`config.mk`:
```
export PLATFORM = sky130hd
export DESIGN_NAME = rec_gpio_port
export DESIGN_NICKNAME = d
export VERILOG_FILES = /design/src/design/rec_gpio_pkg.sv /design/src/design/rec_gpio_port.sv
export SDC_FILE = /design/constraint.sdc
export NUM_CORES = 1
export LEC_CHECK = 0
export ABC_AREA = 1
export BUFFER_PORTS_ARGS = -buffer_cell sky130_fd_sc_hd__buf_2
export CAP_MARGIN = 20
export CORE_UTILIZATION = 50
export DETAILED_ROUTE_END_ITERATION = 16
export PLACE_DENSITY_LB_ADDON = 0.3
export SYNTH_ARGS = -nofsm -noshare
export SYNTH_HDL_FRONTEND = slang
export SYNTH_SLANG_ARGS = --single-unit
export TNS_END_PERCENT = 20
```
`constraint.sdc`:
```
create_clock -name CLK_I -period 1.85 [get_ports CLK_I]
set_input_delay 0.37 -clock CLK_I [delete_from_list [all_inputs] [get_ports CLK_I]]
set_output_delay 0.37 -clock CLK_I [all_outputs]
set_load 0.05 [all_outputs]
```
`src/design/rec_gpio_pkg.sv`:
```
// Purpose: constants and types for the recording-profile output port
// Assumes: 40 MHz system clock
// Notes:   pulse width is counted in system clock cycles
package rec_gpio_pkg;

   localparam int unsigned CLK_HZ       = 40_000_000;
   localparam int unsigned PULSE_MS     = 100;
   localparam int unsigned PULSE_CYC    = CLK_HZ / 1000 * PULSE_MS;
   localparam int unsigned CNT_W        = 23;
   localparam int unsigned CHAN_W       = 16;
   localparam int unsigned LOCAL_W      = 8;
   localparam int unsigned LOCAL_SEL_W  = 3;
   localparam int unsigned NUM_IN       = 5;

   // port-source selector encoding
   typedef enum logic [1:0] {
      SRC_PROTOCOL = 2'h0,
      SRC_NETWORK  = 2'h1,
      SRC_LOCAL    = 2'h2,
      SRC_RSVD     = 2'h3
   } src_sel_t;

   // drivers of the five output pins
   typedef struct packed {
      logic active_lamp;
      logic idle_lamp;
      logic unused_out;
      logic begin_pulse;
      logic halt_pulse;
   } port_out_t;

   localparam port_out_t PORT_RESET = '{
      active_lamp: 1'b0,
      idle_lamp:   1'b1,
      unused_out:  1'b0,
      begin_pulse: 1'b0,
      halt_pulse:  1'b0
   };

endpackage : rec_gpio_pkg

```
`src/design/rec_gpio_port.sv`:
```
// Purpose: recording-device logic profile for one output port
// Assumes: all inputs synchronous to CLK_I; outputs active high
// Notes:   open-collector drive is outside this block
`timescale 1ns/1ps

module rec_gpio_port #(
   parameter int unsigned PULSE_CYC = rec_gpio_pkg::PULSE_CYC
) (
   // clock and reset
   input  wire logic                                 CLK_I,
   input  wire logic                                 RST_N_I,
   // source selection
   input  wire logic [1:0]                           SRC_SEL_I,
   input  wire logic [rec_gpio_pkg::CHAN_W-1:0]      CHAN_NUM_I,
   input  wire logic [rec_gpio_pkg::LOCAL_SEL_W-1:0] LOCAL_SEL_I,
   // protocol commands
   input  wire logic                                 PROTO_CMD_VALID_I,
   input  wire logic                                 PROTO_CMD_REC_I,
   // network channel state
   input  wire logic                                 NET_VALID_I,
   input  wire logic [rec_gpio_pkg::CHAN_W-1:0]      NET_CHAN_I,
   input  wire logic                                 NET_REC_I,
   // local inputs
   input  wire logic [rec_gpio_pkg::LOCAL_W-1:0]     LOCAL_REC_I,
   // port pins, active low, ignored
   input  wire logic [rec_gpio_pkg::NUM_IN-1:0]      PORT_IN_N_I,
   // port outputs
   output logic                                      ACTIVE_LAMP_O,
   output logic                                      IDLE_LAMP_O,
   output logic                                      UNUSED_OUT_O,
   output logic                                      BEGIN_PULSE_O,
   output logic                                      HALT_PULSE_O
);

   typedef enum logic [2:0] {
      ST_IDLE,
      ST_BEGIN,
      ST_ACTIVE,
      ST_HALT
   } state_t;

   state_t                               state_r, state_nxt;
   logic [rec_gpio_pkg::CNT_W-1:0]       cnt_r, cnt_nxt;
   logic                                 want_r, want_nxt;
   rec_gpio_pkg::port_out_t              out_r, out_nxt;

   localparam logic [rec_gpio_pkg::CNT_W-1:0] CNT_LAST =
      rec_gpio_pkg::CNT_W'(PULSE_CYC - 1);

   // requested record mode from the chosen source
   always_comb begin
      want_nxt = want_r;
      unique case (rec_gpio_pkg::src_sel_t'(SRC_SEL_I))
         rec_gpio_pkg::SRC_PROTOCOL: begin
            if (PROTO_CMD_VALID_I) begin
               want_nxt = PROTO_CMD_REC_I;
            end
         end
         rec_gpio_pkg::SRC_NETWORK: begin
            if (NET_VALID_I && NET_CHAN_I == CHAN_NUM_I) begin
               want_nxt = NET_REC_I;
            end
         end
         rec_gpio_pkg::SRC_LOCAL: begin
            want_nxt = LOCAL_REC_I[LOCAL_SEL_I];
         end
         default: begin
            want_nxt = want_r;
         end
      endcase
   end

   // sequencer: pulse first, then lamps
   always_comb begin
      state_nxt = state_r;
      cnt_nxt   = cnt_r;
      unique case (state_r)
         ST_IDLE: begin
            if (want_r) begin
               state_nxt = ST_BEGIN;
               cnt_nxt   = '0;
            end
         end
         ST_BEGIN: begin
            if (cnt_r == CNT_LAST) begin
               state_nxt = ST_ACTIVE;
            end else begin
               cnt_nxt = cnt_r + 1'b1;
            end
         end
         ST_ACTIVE: begin
            if (!want_r) begin
               state_nxt = ST_HALT;
               cnt_nxt   = '0;
            end
         end
         ST_HALT: begin
            if (cnt_r == CNT_LAST) begin
               state_nxt = ST_IDLE;
            end else begin
               cnt_nxt = cnt_r + 1'b1;
            end
         end
         default: begin
            state_nxt = ST_IDLE;
         end
      endcase
   end

   // registered pin drivers
   always_comb begin
      out_nxt             = rec_gpio_pkg::PORT_RESET;
      out_nxt.unused_out  = 1'b0;
      out_nxt.begin_pulse = (state_nxt == ST_BEGIN);
      out_nxt.halt_pulse  = (state_nxt == ST_HALT);
      out_nxt.active_lamp = (state_nxt == ST_ACTIVE) ||
                            (state_nxt == ST_HALT);
      out_nxt.idle_lamp   = !out_nxt.active_lamp;
   end

   always_ff @(posedge CLK_I or negedge RST_N_I) begin
      if (!RST_N_I) begin
         state_r <= ST_IDLE;
         cnt_r   <= '0;
         want_r  <= 1'b0;
         out_r   <= rec_gpio_pkg::PORT_RESET;
      end else begin
         state_r <= state_nxt;
         cnt_r   <= cnt_nxt;
         want_r  <= want_nxt;
         out_r   <= out_nxt;
      end
   end

   assign ACTIVE_LAMP_O = out_r.active_lamp;
   assign IDLE_LAMP_O   = out_r.idle_lamp;
   assign UNUSED_OUT_O  = out_r.unused_out;
   assign BEGIN_PULSE_O = out_r.begin_pulse;
   assign HALT_PULSE_O  = out_r.halt_pulse;

   // checks
   property p_lamp_excl;
      @(posedge CLK_I) disable iff (!RST_N_I)
      !(ACTIVE_LAMP_O && IDLE_LAMP_O);
   endproperty
   a_lamp_excl: assert property (p_lamp_excl)
      else $error("both lamps lit");

   property p_active_src;
      @(posedge CLK_I) disable iff (!RST_N_I)
      $rose(ACTIVE_LAMP_O) |-> $past(BEGIN_PULSE_O);
   endproperty
   a_active_src: assert property (p_active_src)
      else $error("active lamp rose without begin pulse");

   property p_idle_src;
      @(posedge CLK_I) disable iff (!RST_N_I)
      $rose(IDLE_LAMP_O) |-> $past(HALT_PULSE_O);
   endproperty
   a_idle_src: assert property (p_idle_src)
      else $error("idle lamp returned without halt pulse");

   property p_begin_start;
      @(posedge CLK_I) disable iff (!RST_N_I)
      $rose(BEGIN_PULSE_O) |-> $past(IDLE_LAMP_O) && $past(want_r);
   endproperty
   a_begin_start: assert property (p_begin_start)
      else $error("begin pulse without engage from idle");

   property p_halt_start;
      @(posedge CLK_I) disable iff (!RST_N_I)
      $rose(HALT_PULSE_O) |-> $past(ACTIVE_LAMP_O) && !$past(want_r);
   endproperty
   a_halt_start: assert property (p_halt_start)
      else $error("halt pulse without disengage");

   property p_pulse_len;
      @(posedge CLK_I) disable iff (!RST_N_I)
      (BEGIN_PULSE_O || HALT_PULSE_O) |-> cnt_r <= CNT_LAST;
   endproperty
   a_pulse_len: assert property (p_pulse_len)
      else $error("pulse counter overran");

   property p_active_want;
      @(posedge CLK_I) disable iff (!RST_N_I)
      ACTIVE_LAMP_O && !HALT_PULSE_O && $stable(ACTIVE_LAMP_O)
         |-> $past(want_r);
   endproperty
   a_active_want: assert property (p_active_want)
      else $error("active lamp held without record mode");

   property p_unused;
      @(posedge CLK_I) disable iff (!RST_N_I)
      !UNUSED_OUT_O;
   endproperty
   a_unused: assert property (p_unused)
      else $error("unused output driven");

   property p_proto_hold;
      @(posedge CLK_I) disable iff (!RST_N_I)
      (SRC_SEL_I == rec_gpio_pkg::SRC_PROTOCOL && !PROTO_CMD_VALID_I)
         |=> $stable(want_r);
   endproperty
   a_proto_hold: assert property (p_proto_hold)
      else $error("record mode changed without protocol command");

   property p_lamp_cpl;
      @(posedge CLK_I) disable iff (!RST_N_I)
      IDLE_LAMP_O != ACTIVE_LAMP_O;
   endproperty
   a_lamp_cpl: assert property (p_lamp_cpl)
      else $error("idle lamp not complement of active lamp");

   property p_begin_dark;
      @(posedge CLK_I) disable iff (!RST_N_I)
      BEGIN_PULSE_O |-> !ACTIVE_LAMP_O && IDLE_LAMP_O;
   endproperty
   a_begin_dark: assert property (p_begin_dark)
      else $error("active lamp lit during begin pulse");

   property p_halt_lit;
      @(posedge CLK_I) disable iff (!RST_N_I)
      HALT_PULSE_O |-> ACTIVE_LAMP_O && !IDLE_LAMP_O;
   endproperty
   a_halt_lit: assert property (p_halt_lit)
      else $error("idle lamp lit during halt pulse");

endmodule : rec_gpio_port

```
==> results of run 1 <==
-- per-layer routing --
layer  global-route usage  vias to the layer above  routed length [um]
met1                0.318                     1164                2540
met4               0.0806                        0                  80
met3               0.0506                        8                 298
met2                0.423                       67                2780
li1                     -                     1307                   -
met5                    0                        -                   0
-- repair_timing --
item / 4_1_cts / 5_1_grt
resized for setup: 0 / 1
hold buffers: 0 / 0
setup endpoints to repair: 0 / 5
-- cell usage in the layout (no fill, tap or decap), types with 3 or more instances in the layout --
cell	n
nor3_1	9
o22ai_1	5
nor2_2	3
xor2_1	9
or2_2	3
dfrtp_1	30
buf_2	54
nor2_1	35
nand3_1	37
o21ai_0	12
nand2_1	118
clkbuf_8	5
nand4_1	12
inv_1	65
buf_4	10
ha_1	4
xnor2_1	5
-- sequential cells by signal (all words and copies together) (netlist names) --
register and flops:
state_r 3, BEGIN_PULSE_O 1, IDLE_LAMP_O 1, want_r 1
ACTIVE_LAMP_O 1, cnt_r 23, HALT_PULSE_O 1
-- final cells by class --
class / count / area [um2] / share of cell area
clock buffers: 7 / 76.3 / 0.0264
clock inverters: 1 / 5.00 / 0.00173
inverters: 69 / 260 / 0.0900
multi-input cells: 273 / 1360 / 0.470
flip-flops and latches: 31 / 777 / 0.269
well taps: 54 / 67.6 / 0.0234
repair buffers: 64 / 345 / 0.119
-- worst reg2reg max path, cell delays in order, from the launching register on --
cell and delay (ns):
dfrtp_1 0.43, inv_1 0.16, nand4_1 0.13, nor2_2 0.18, nand3_2 0.09, nand2_2 0.10, inv_2 0.09, nor2_8 0.23
o21ai_0 0.14
-- logic make-up after synthesis --
logic type      share of synthesized area
compound gates                     0.0648
xor+xnor                           0.0504
fa+ha+maj                          0.0206
buf+inv                             0.127
flops                               0.319
other cells                       0.00154
simple gates                        0.416
-- power breakdown --
group,internal (mW),switching (mW),leakage [nW],total [mW]
sequential,0.726,0.0480,0.420,0.774
clock,0.264,0.255,0.0422,0.518
combinational,0.194,0.299,1.10,0.493
-- worst max-delay path by stage --
| stage | slack [ns] | start | endpoint | cells past startpoint |
|---|---|---|---|---|
| 6_report | 0.17 | cnt_r[15]$_DFFE_PN0P_ | cnt_r[20]$_DFFE_PN0P_ | 8 |
| 5_1_grt | 0.009 | cnt_r[12]$_DFFE_PN0P_ | cnt_r[20]$_DFFE_PN0P_ | 9 |
| 3_3_place_gp | 0.23 | cnt_r[0]$_DFFE_PN0P_ | cnt_r[8]$_DFFE_PN0P_ | 9 |
| 2_1_floorplan | 0.22 | cnt_r[0]$_DFFE_PN0P_ | cnt_r[11]$_DFFE_PN0P_ | 12 |
| 3_5_place_dp | 0.14 | cnt_r[0]$_DFFE_PN0P_ | cnt_r[6]$_DFFE_PN0P_ | 9 |
| 4_1_cts | 0.11 | state_r[1]$_DFF_PN0_ | cnt_r[6]$_DFFE_PN0P_ | 6 |
-- metrics by stage --
step                instances  hold slack, ns  cell area, um2
global route              499           0.193            2890
detailed placement        491           0.463            2800
global placement          491           0.449            2800
CTS                       499           0.153            2880
finish                    499           0.129            2890
floorplan                 379          0.0744            2440
==> summary.md, run 1 <==
| Metric | Value |
|---|---|
| Status | `completed` |
| Crit path time final | `1.68 ns` |
| Core area | `approximately 4700 um2` |
| Pleak | `between 1.5 and 2 nW` |
| # IOs | `61` |
| Cells along the critical path | `inv_1 -> nand4_1 -> nor2_2 -> nand3_2 -> nand2_2 -> inv_2 -> nor2_8 -> o21ai_0` |
| # nets final | `504` |
| EDFF count, synth | `0` |
| Final wirelength | `5.70 mm` |
| Pins over their slew limit | `0` |
| Area contributors post-synth | `dfrtp_1, nand2_1, inv_1` |
| Mapped Area | `2430 um2` |
| Fmax | `594 MHz` |
| RSZ-0062 raised after global routing | `false` |
| Reg clk slew, reported paths | `0.07 ns` |
| H-tree depth | `2` |
| Yosys top cell by area | `dfrtp_1` |
| Crit Path Category | `reg2reg` |
| Clk Latency, worst-skew pair | `0.29 ns` |
| Class of the worst hold path | `in2async` |
| GP Congestion | `just under 0.9` |
| Yosys reg bits | `31` |
| DRC | `0` |
| DIE HEIGHT | `71.8 um` |
| Worst path slowest cell | `dfrtp_1` |
| Critical Path Fanout Max | `17` |
| Vias per inst | `5.10` |
| CP startpoint kind | `register` |
| Worst-Margin Slew | `approximately 0.71 ns` |
| Period utilization | `0.910` |
| Port bufs | `54` |
| # clock sinks | `31` |
| First-pass GRT wire length | `around 10 mm` |
| Clock root buffer | `clkbuf_8` |
| Cell family with most CP delay | `simple AND/OR/NAND/NOR gates` |
| Max_cap viols | `0` |
| Synth unique cells | `36` |
| Layout Area Growth over Synthesis | `18.7%` |
| Ys Warns | `0` |
| Overall routing resource usage | `0.249` |
| Synthesized instance count | `378` |
| Die X | `71.8 um` |
| Clock Skew | `0.00690 ns` |
| Initial core utilization | `0.519` |
| Final core occ | `0.616` |
| R2r setup slk | `0.17 ns` |
| Synthesized area per cell | `6.44 um2` |
| Place WS | `0.143 ns` |
| CTS buffer count | `5` |
| Pwr dens | `618 nW/um2` |
| Number of antenna diodes | `0` |
| Crit-path max cell delay | `between 0.4 and 0.5 ns` |
| Post-synthesis sequential area ratio | `0.319` |
| Synth async-reset ratio | `1.00` |
| Final setup TNS | `0 ns` |
| R2r startpoint | `cnt_r[15]$_DFFE_PN0P_` |
| Num rows | `25` |
| Layout cells sized above 1 | `0.202` |
| Ys flop type | `dfrtp_1` |
| # fillers | `448` |
| Share of the synthesized area in the top cell type | `0.308` |
| Number of setup buffers added after CTS | `0` |
| Vias | `2,546` |
| GRT overflow | `0` |
| Largest net degree at the start of global routing | `32` |
| Initial antenna violation count | `0` |
| Endpoints failing hold | `0` |
| Finish-stage setup viols | `0` |
| Number of global-route vias before repair | `about 2,400` |
| Crit. End Element | `register` |
| Most numerous cell in the Yosys netlist | `nand2_1` |
| Worst-case reg-to-reg path depth | `8` |
| Worst vdd ir | `0.544 mV` |
| Top post-synthesis cells by count | `nand2_1, inv_1, nand3_1, nor2_1, dfrtp_1` |
| DR WL/cell | `approximately 11 um` |
| CTS Buffer Depth | `2` |
| CTS tree | `done` |
| Max_slew headroom | `0.529` |
| DR iter-0 viols | `roughly 180` |
| Setup slack after layout | `0.166 ns` |
| WP data arrival | `between 1.5 and 2 ns` |
| Antenna Nets Post-Route | `0` |
| Buf/Inv on CP | `2` |
| Critical Path RT | `~2 ns` |
| Pre-Repair DR Iteration Count | `4` |
| Tot Pwr | `1.79 mW` |
| Die Area | `5150 um2` |
| Post-DP HPWL | `4.52 mm` |
| Reg-to-reg endpoint | `cnt_r[20]$_DFFE_PN0P_` |
No activity file was read; power rests on OpenSTA's default activity.
==> run 2: changes to the inputs <==
CORE_UTILIZATION = 54   (was 50)
==> summary.md, run 2 (same netlist as run 1, synthesis figures left out) <==
| Metric | Value |
|---|---|
| Placed cell area | `2810 um2 (was 2800 um2)` |
| WP data arrival | `1.85 ns (was 1.84 ns)` |
| # nets final | `505 (was 504)` |
| DRC | `0 (unchanged)` |
| Fmax | `594 MHz (about the same)` |
| Crit Path Category | `reg2reg (unchanged)` |
| Cell family with most CP delay | `simple AND/OR/NAND/NOR gates (unchanged)` |
| Most common cell after layout, fill and taps aside | `nand2_1 (unchanged)` |
| Pwr dens | `639 nW/um2 (was 618 nW/um2)` |
| Non-filler cells, final | `498 (was 499)` |
| Tot Pwr | `1.86 mW (was 1.79 mW)` |
| Clock root buffer | `clkbuf_8 (unchanged)` |
| DR WL/cell | `11.2 um (was 11.4 um)` |
| Worst vdd ir | `0.514 mV (was 0.544 mV)` |
| Max_cap viols | `0 (unchanged)` |
| Worst path slowest cell | `dfrtp_1 (unchanged)` |
| Die X | `69.2 um (was 71.8 um)` |
| Status | `completed (unchanged)` |
| Vias | `2,482 (was 2,546)` |
| Hold Buf Count CTS | `0 (unchanged)` |
| Layout cells sized above 1 | `0.206 (was 0.202)` |
| Post-DP HPWL | `4.43 mm (was 4.52 mm)` |
| Crit-path max cell delay | `0.41 ns (was 0.43 ns)` |
| GP Congestion | `0.923 (was 0.874)` |
| Overall routing resource usage | `0.258 (was 0.249)` |
| DIE HEIGHT | `69.2 um (was 71.8 um)` |
| Crit. End Element | `register (unchanged)` |
| Max FFs per register | `23 (unchanged)` |
| Layout Area Growth over Synthesis | `19.4% (was 18.7%)` |
| Final setup TNS | `0 ns (unchanged)` |
| Commonest cells after routing, fill and taps aside | `nand2_1, inv_1, buf_2, nand3_1, nor2_1 (unchanged)` |
| CTS Buffer Depth | `2 (unchanged)` |
| Largest Register | `cnt_r (unchanged)` |
| Worst-Margin Slew | `0.714 ns (was 0.706 ns)` |
| Period utilization | `0.910 (about the same)` |
| Metal2 WL | `2.73 mm (was 2.78 mm)` |
| Endpoints failing hold | `0 (unchanged)` |
| Port bufs | `54 (unchanged)` |
| Pins over their slew limit | `0 (unchanged)` |
| Cells along the critical path | `ha_1 -> nand3_2 -> inv_2 -> nand2_4 -> clkinv_2 -> nand3_2 -> nand2_2 -> inv_2 -> nor2_8 -> o21ai_0 (was inv_1 -> nand4_1 -> nor2_2 -> nand3_2 -> nand2_2 -> inv_2 -> nor2_8 -> o21ai_0)` |
| Clk Latency, worst-skew pair | `0.29 ns (about the same)` |
| Initial core utilization | `0.559 (was 0.519)` |
| CP startpoint kind | `register (unchanged)` |
| Top flop regs | `cnt_r: 23 flops, state_r: 3 flops (unchanged)` |
| Wl on met1 | `2.50 mm (was 2.54 mm)` |
| CTS buffer count | `5 (unchanged)` |
| Setup slack after layout | `0.166 ns (about the same)` |
| Max_slew headroom | `0.524 (was 0.529)` |
| First-pass GRT wire length | `9.87 mm (was 10.1 mm)` |
| Final wirelength | `5.60 mm (was 5.70 mm)` |
| Met3 wire length | `280 um (was 298 um)` |
| Reg clk slew, reported paths | `0.07 ns (about the same)` |
| Antenna Nets Post-Route | `0 (unchanged)` |
| Design Area, Final | `2910 um2 (was 2890 um2)` |
| DR iter-0 viols | `138 (was 181)` |
| Number of setup buffers added after CTS | `0 (unchanged)` |
| Top Layer Used | `met4 (unchanged)` |
| Worst hold slack | `0.117 ns (was 0.129 ns)` |
| Buf/Inv on CP | `3 (was 2)` |
| Placed cells | `490 (was 491)` |
| Number of antenna diodes | `0 (unchanged)` |
| Class of the worst hold path | `in2async (unchanged)` |
| Die Area | `4780 um2 (was 5150 um2)` |
| # IOs | `61 (unchanged)` |
| Critical Path RT | `2.02 ns (was 2.00 ns)` |
| Initial antenna violation count | `0 (unchanged)` |
| GRT overflow | `0 (unchanged)` |
| Core area | `4350 um2 (was 4690 um2)` |
| CTS tree | `done (unchanged)` |
| Pre-Repair DR Iteration Count | `6 (was 4)` |
| Num rows | `24 (was 25)` |
| Finish-stage setup viols | `0 (unchanged)` |
| Clock Skew | `0.00282 ns (was 0.00690 ns)` |
| RSZ-0062 raised after global routing | `false (unchanged)` |
| H-tree depth | `2 (unchanged)` |
| Final core occ | `0.668 (was 0.616)` |
| Largest net degree at the start of global routing | `32 (unchanged)` |
| Critical Path Fanout Max | `17 (unchanged)` |
| Place WS | `0.198 ns (was 0.143 ns)` |
| Crit path time final | `1.68 ns (about the same)` |
| Pleak | `1.57 nW (was 1.56 nW)` |
| Vias per inst | `4.98 (was 5.10)` |
| Number of global-route vias before repair | `2,371 (was 2,411)` |
| CTS resizes | `0 (unchanged)` |
| # clock sinks | `31 (unchanged)` |
run 2: changes by cell type in the layout (fill, tap and decap cells not counted), sizes merged:
cell,change
buf,+1
clkbuf,+1
clkinv,-1
run 2: power breakdown:
part / leakage (nW) / total [mW] / internal [mW] / switching, mW
sequential: 0.420 / 0.777 / 0.726 / 0.0512
combinational: 1.10 / 0.470 / 0.184 / 0.286
clock: 0.0515 / 0.610 / 0.339 / 0.271
total: 1.57 / 1.86 / 1.25 / 0.608
run 2: final timing paths:
path	from	cells after the start	end	slack [ns]
worst max-delay path	cnt_r[1]$_DFFE_PN0P_	10	cnt_r[20]$_DFFE_PN0P_	0.17
worst min-delay path	RST_N_I	1	cnt_r[1]$_DFFE_PN0P_	0.12
worst max register to register	cnt_r[1]$_DFFE_PN0P_	10	cnt_r[20]$_DFFE_PN0P_	0.17
worst min register to register	cnt_r[21]$_DFFE_PN0P_	2	cnt_r[21]$_DFFE_PN0P_	0.54
max in group asynchronous	RST_N_I	1	state_r[1]$_DFF_PN0_	1.28
min in group CLK_I	PROTO_CMD_VALID_I	5	want_r$_DFFE_PN0P_	0.40
run 2: area by class of cell:
type / instances / area [um2]
well taps: 52 / 65.1
repair buffers: 65 / 353
inverters: 69 / 260
multi-input cells: 273 / 1350
fillers: 387 / 1450
flip-flops and latches: 31 / 777
clock buffers: 8 / 100
run 2: metal layers:
metal | up-vias | track usage
met5 | - | 0
li1 | 1311 | -
met4 | 0 | 0.102
met1 | 1100 | 0.319
met3 | 9 | 0.0453
met2 | 62 | 0.443
run 2: worst register-to-register path: stages, from the launching register on:
cell      delay (ns)
dfrtp_1         0.41
ha_1            0.20
nand3_2         0.13
inv_2           0.11
nand2_4         0.05
clkinv_2        0.05
nand3_2         0.07
nand2_2         0.09
inv_2           0.07
nor2_8          0.23
o21ai_0         0.15
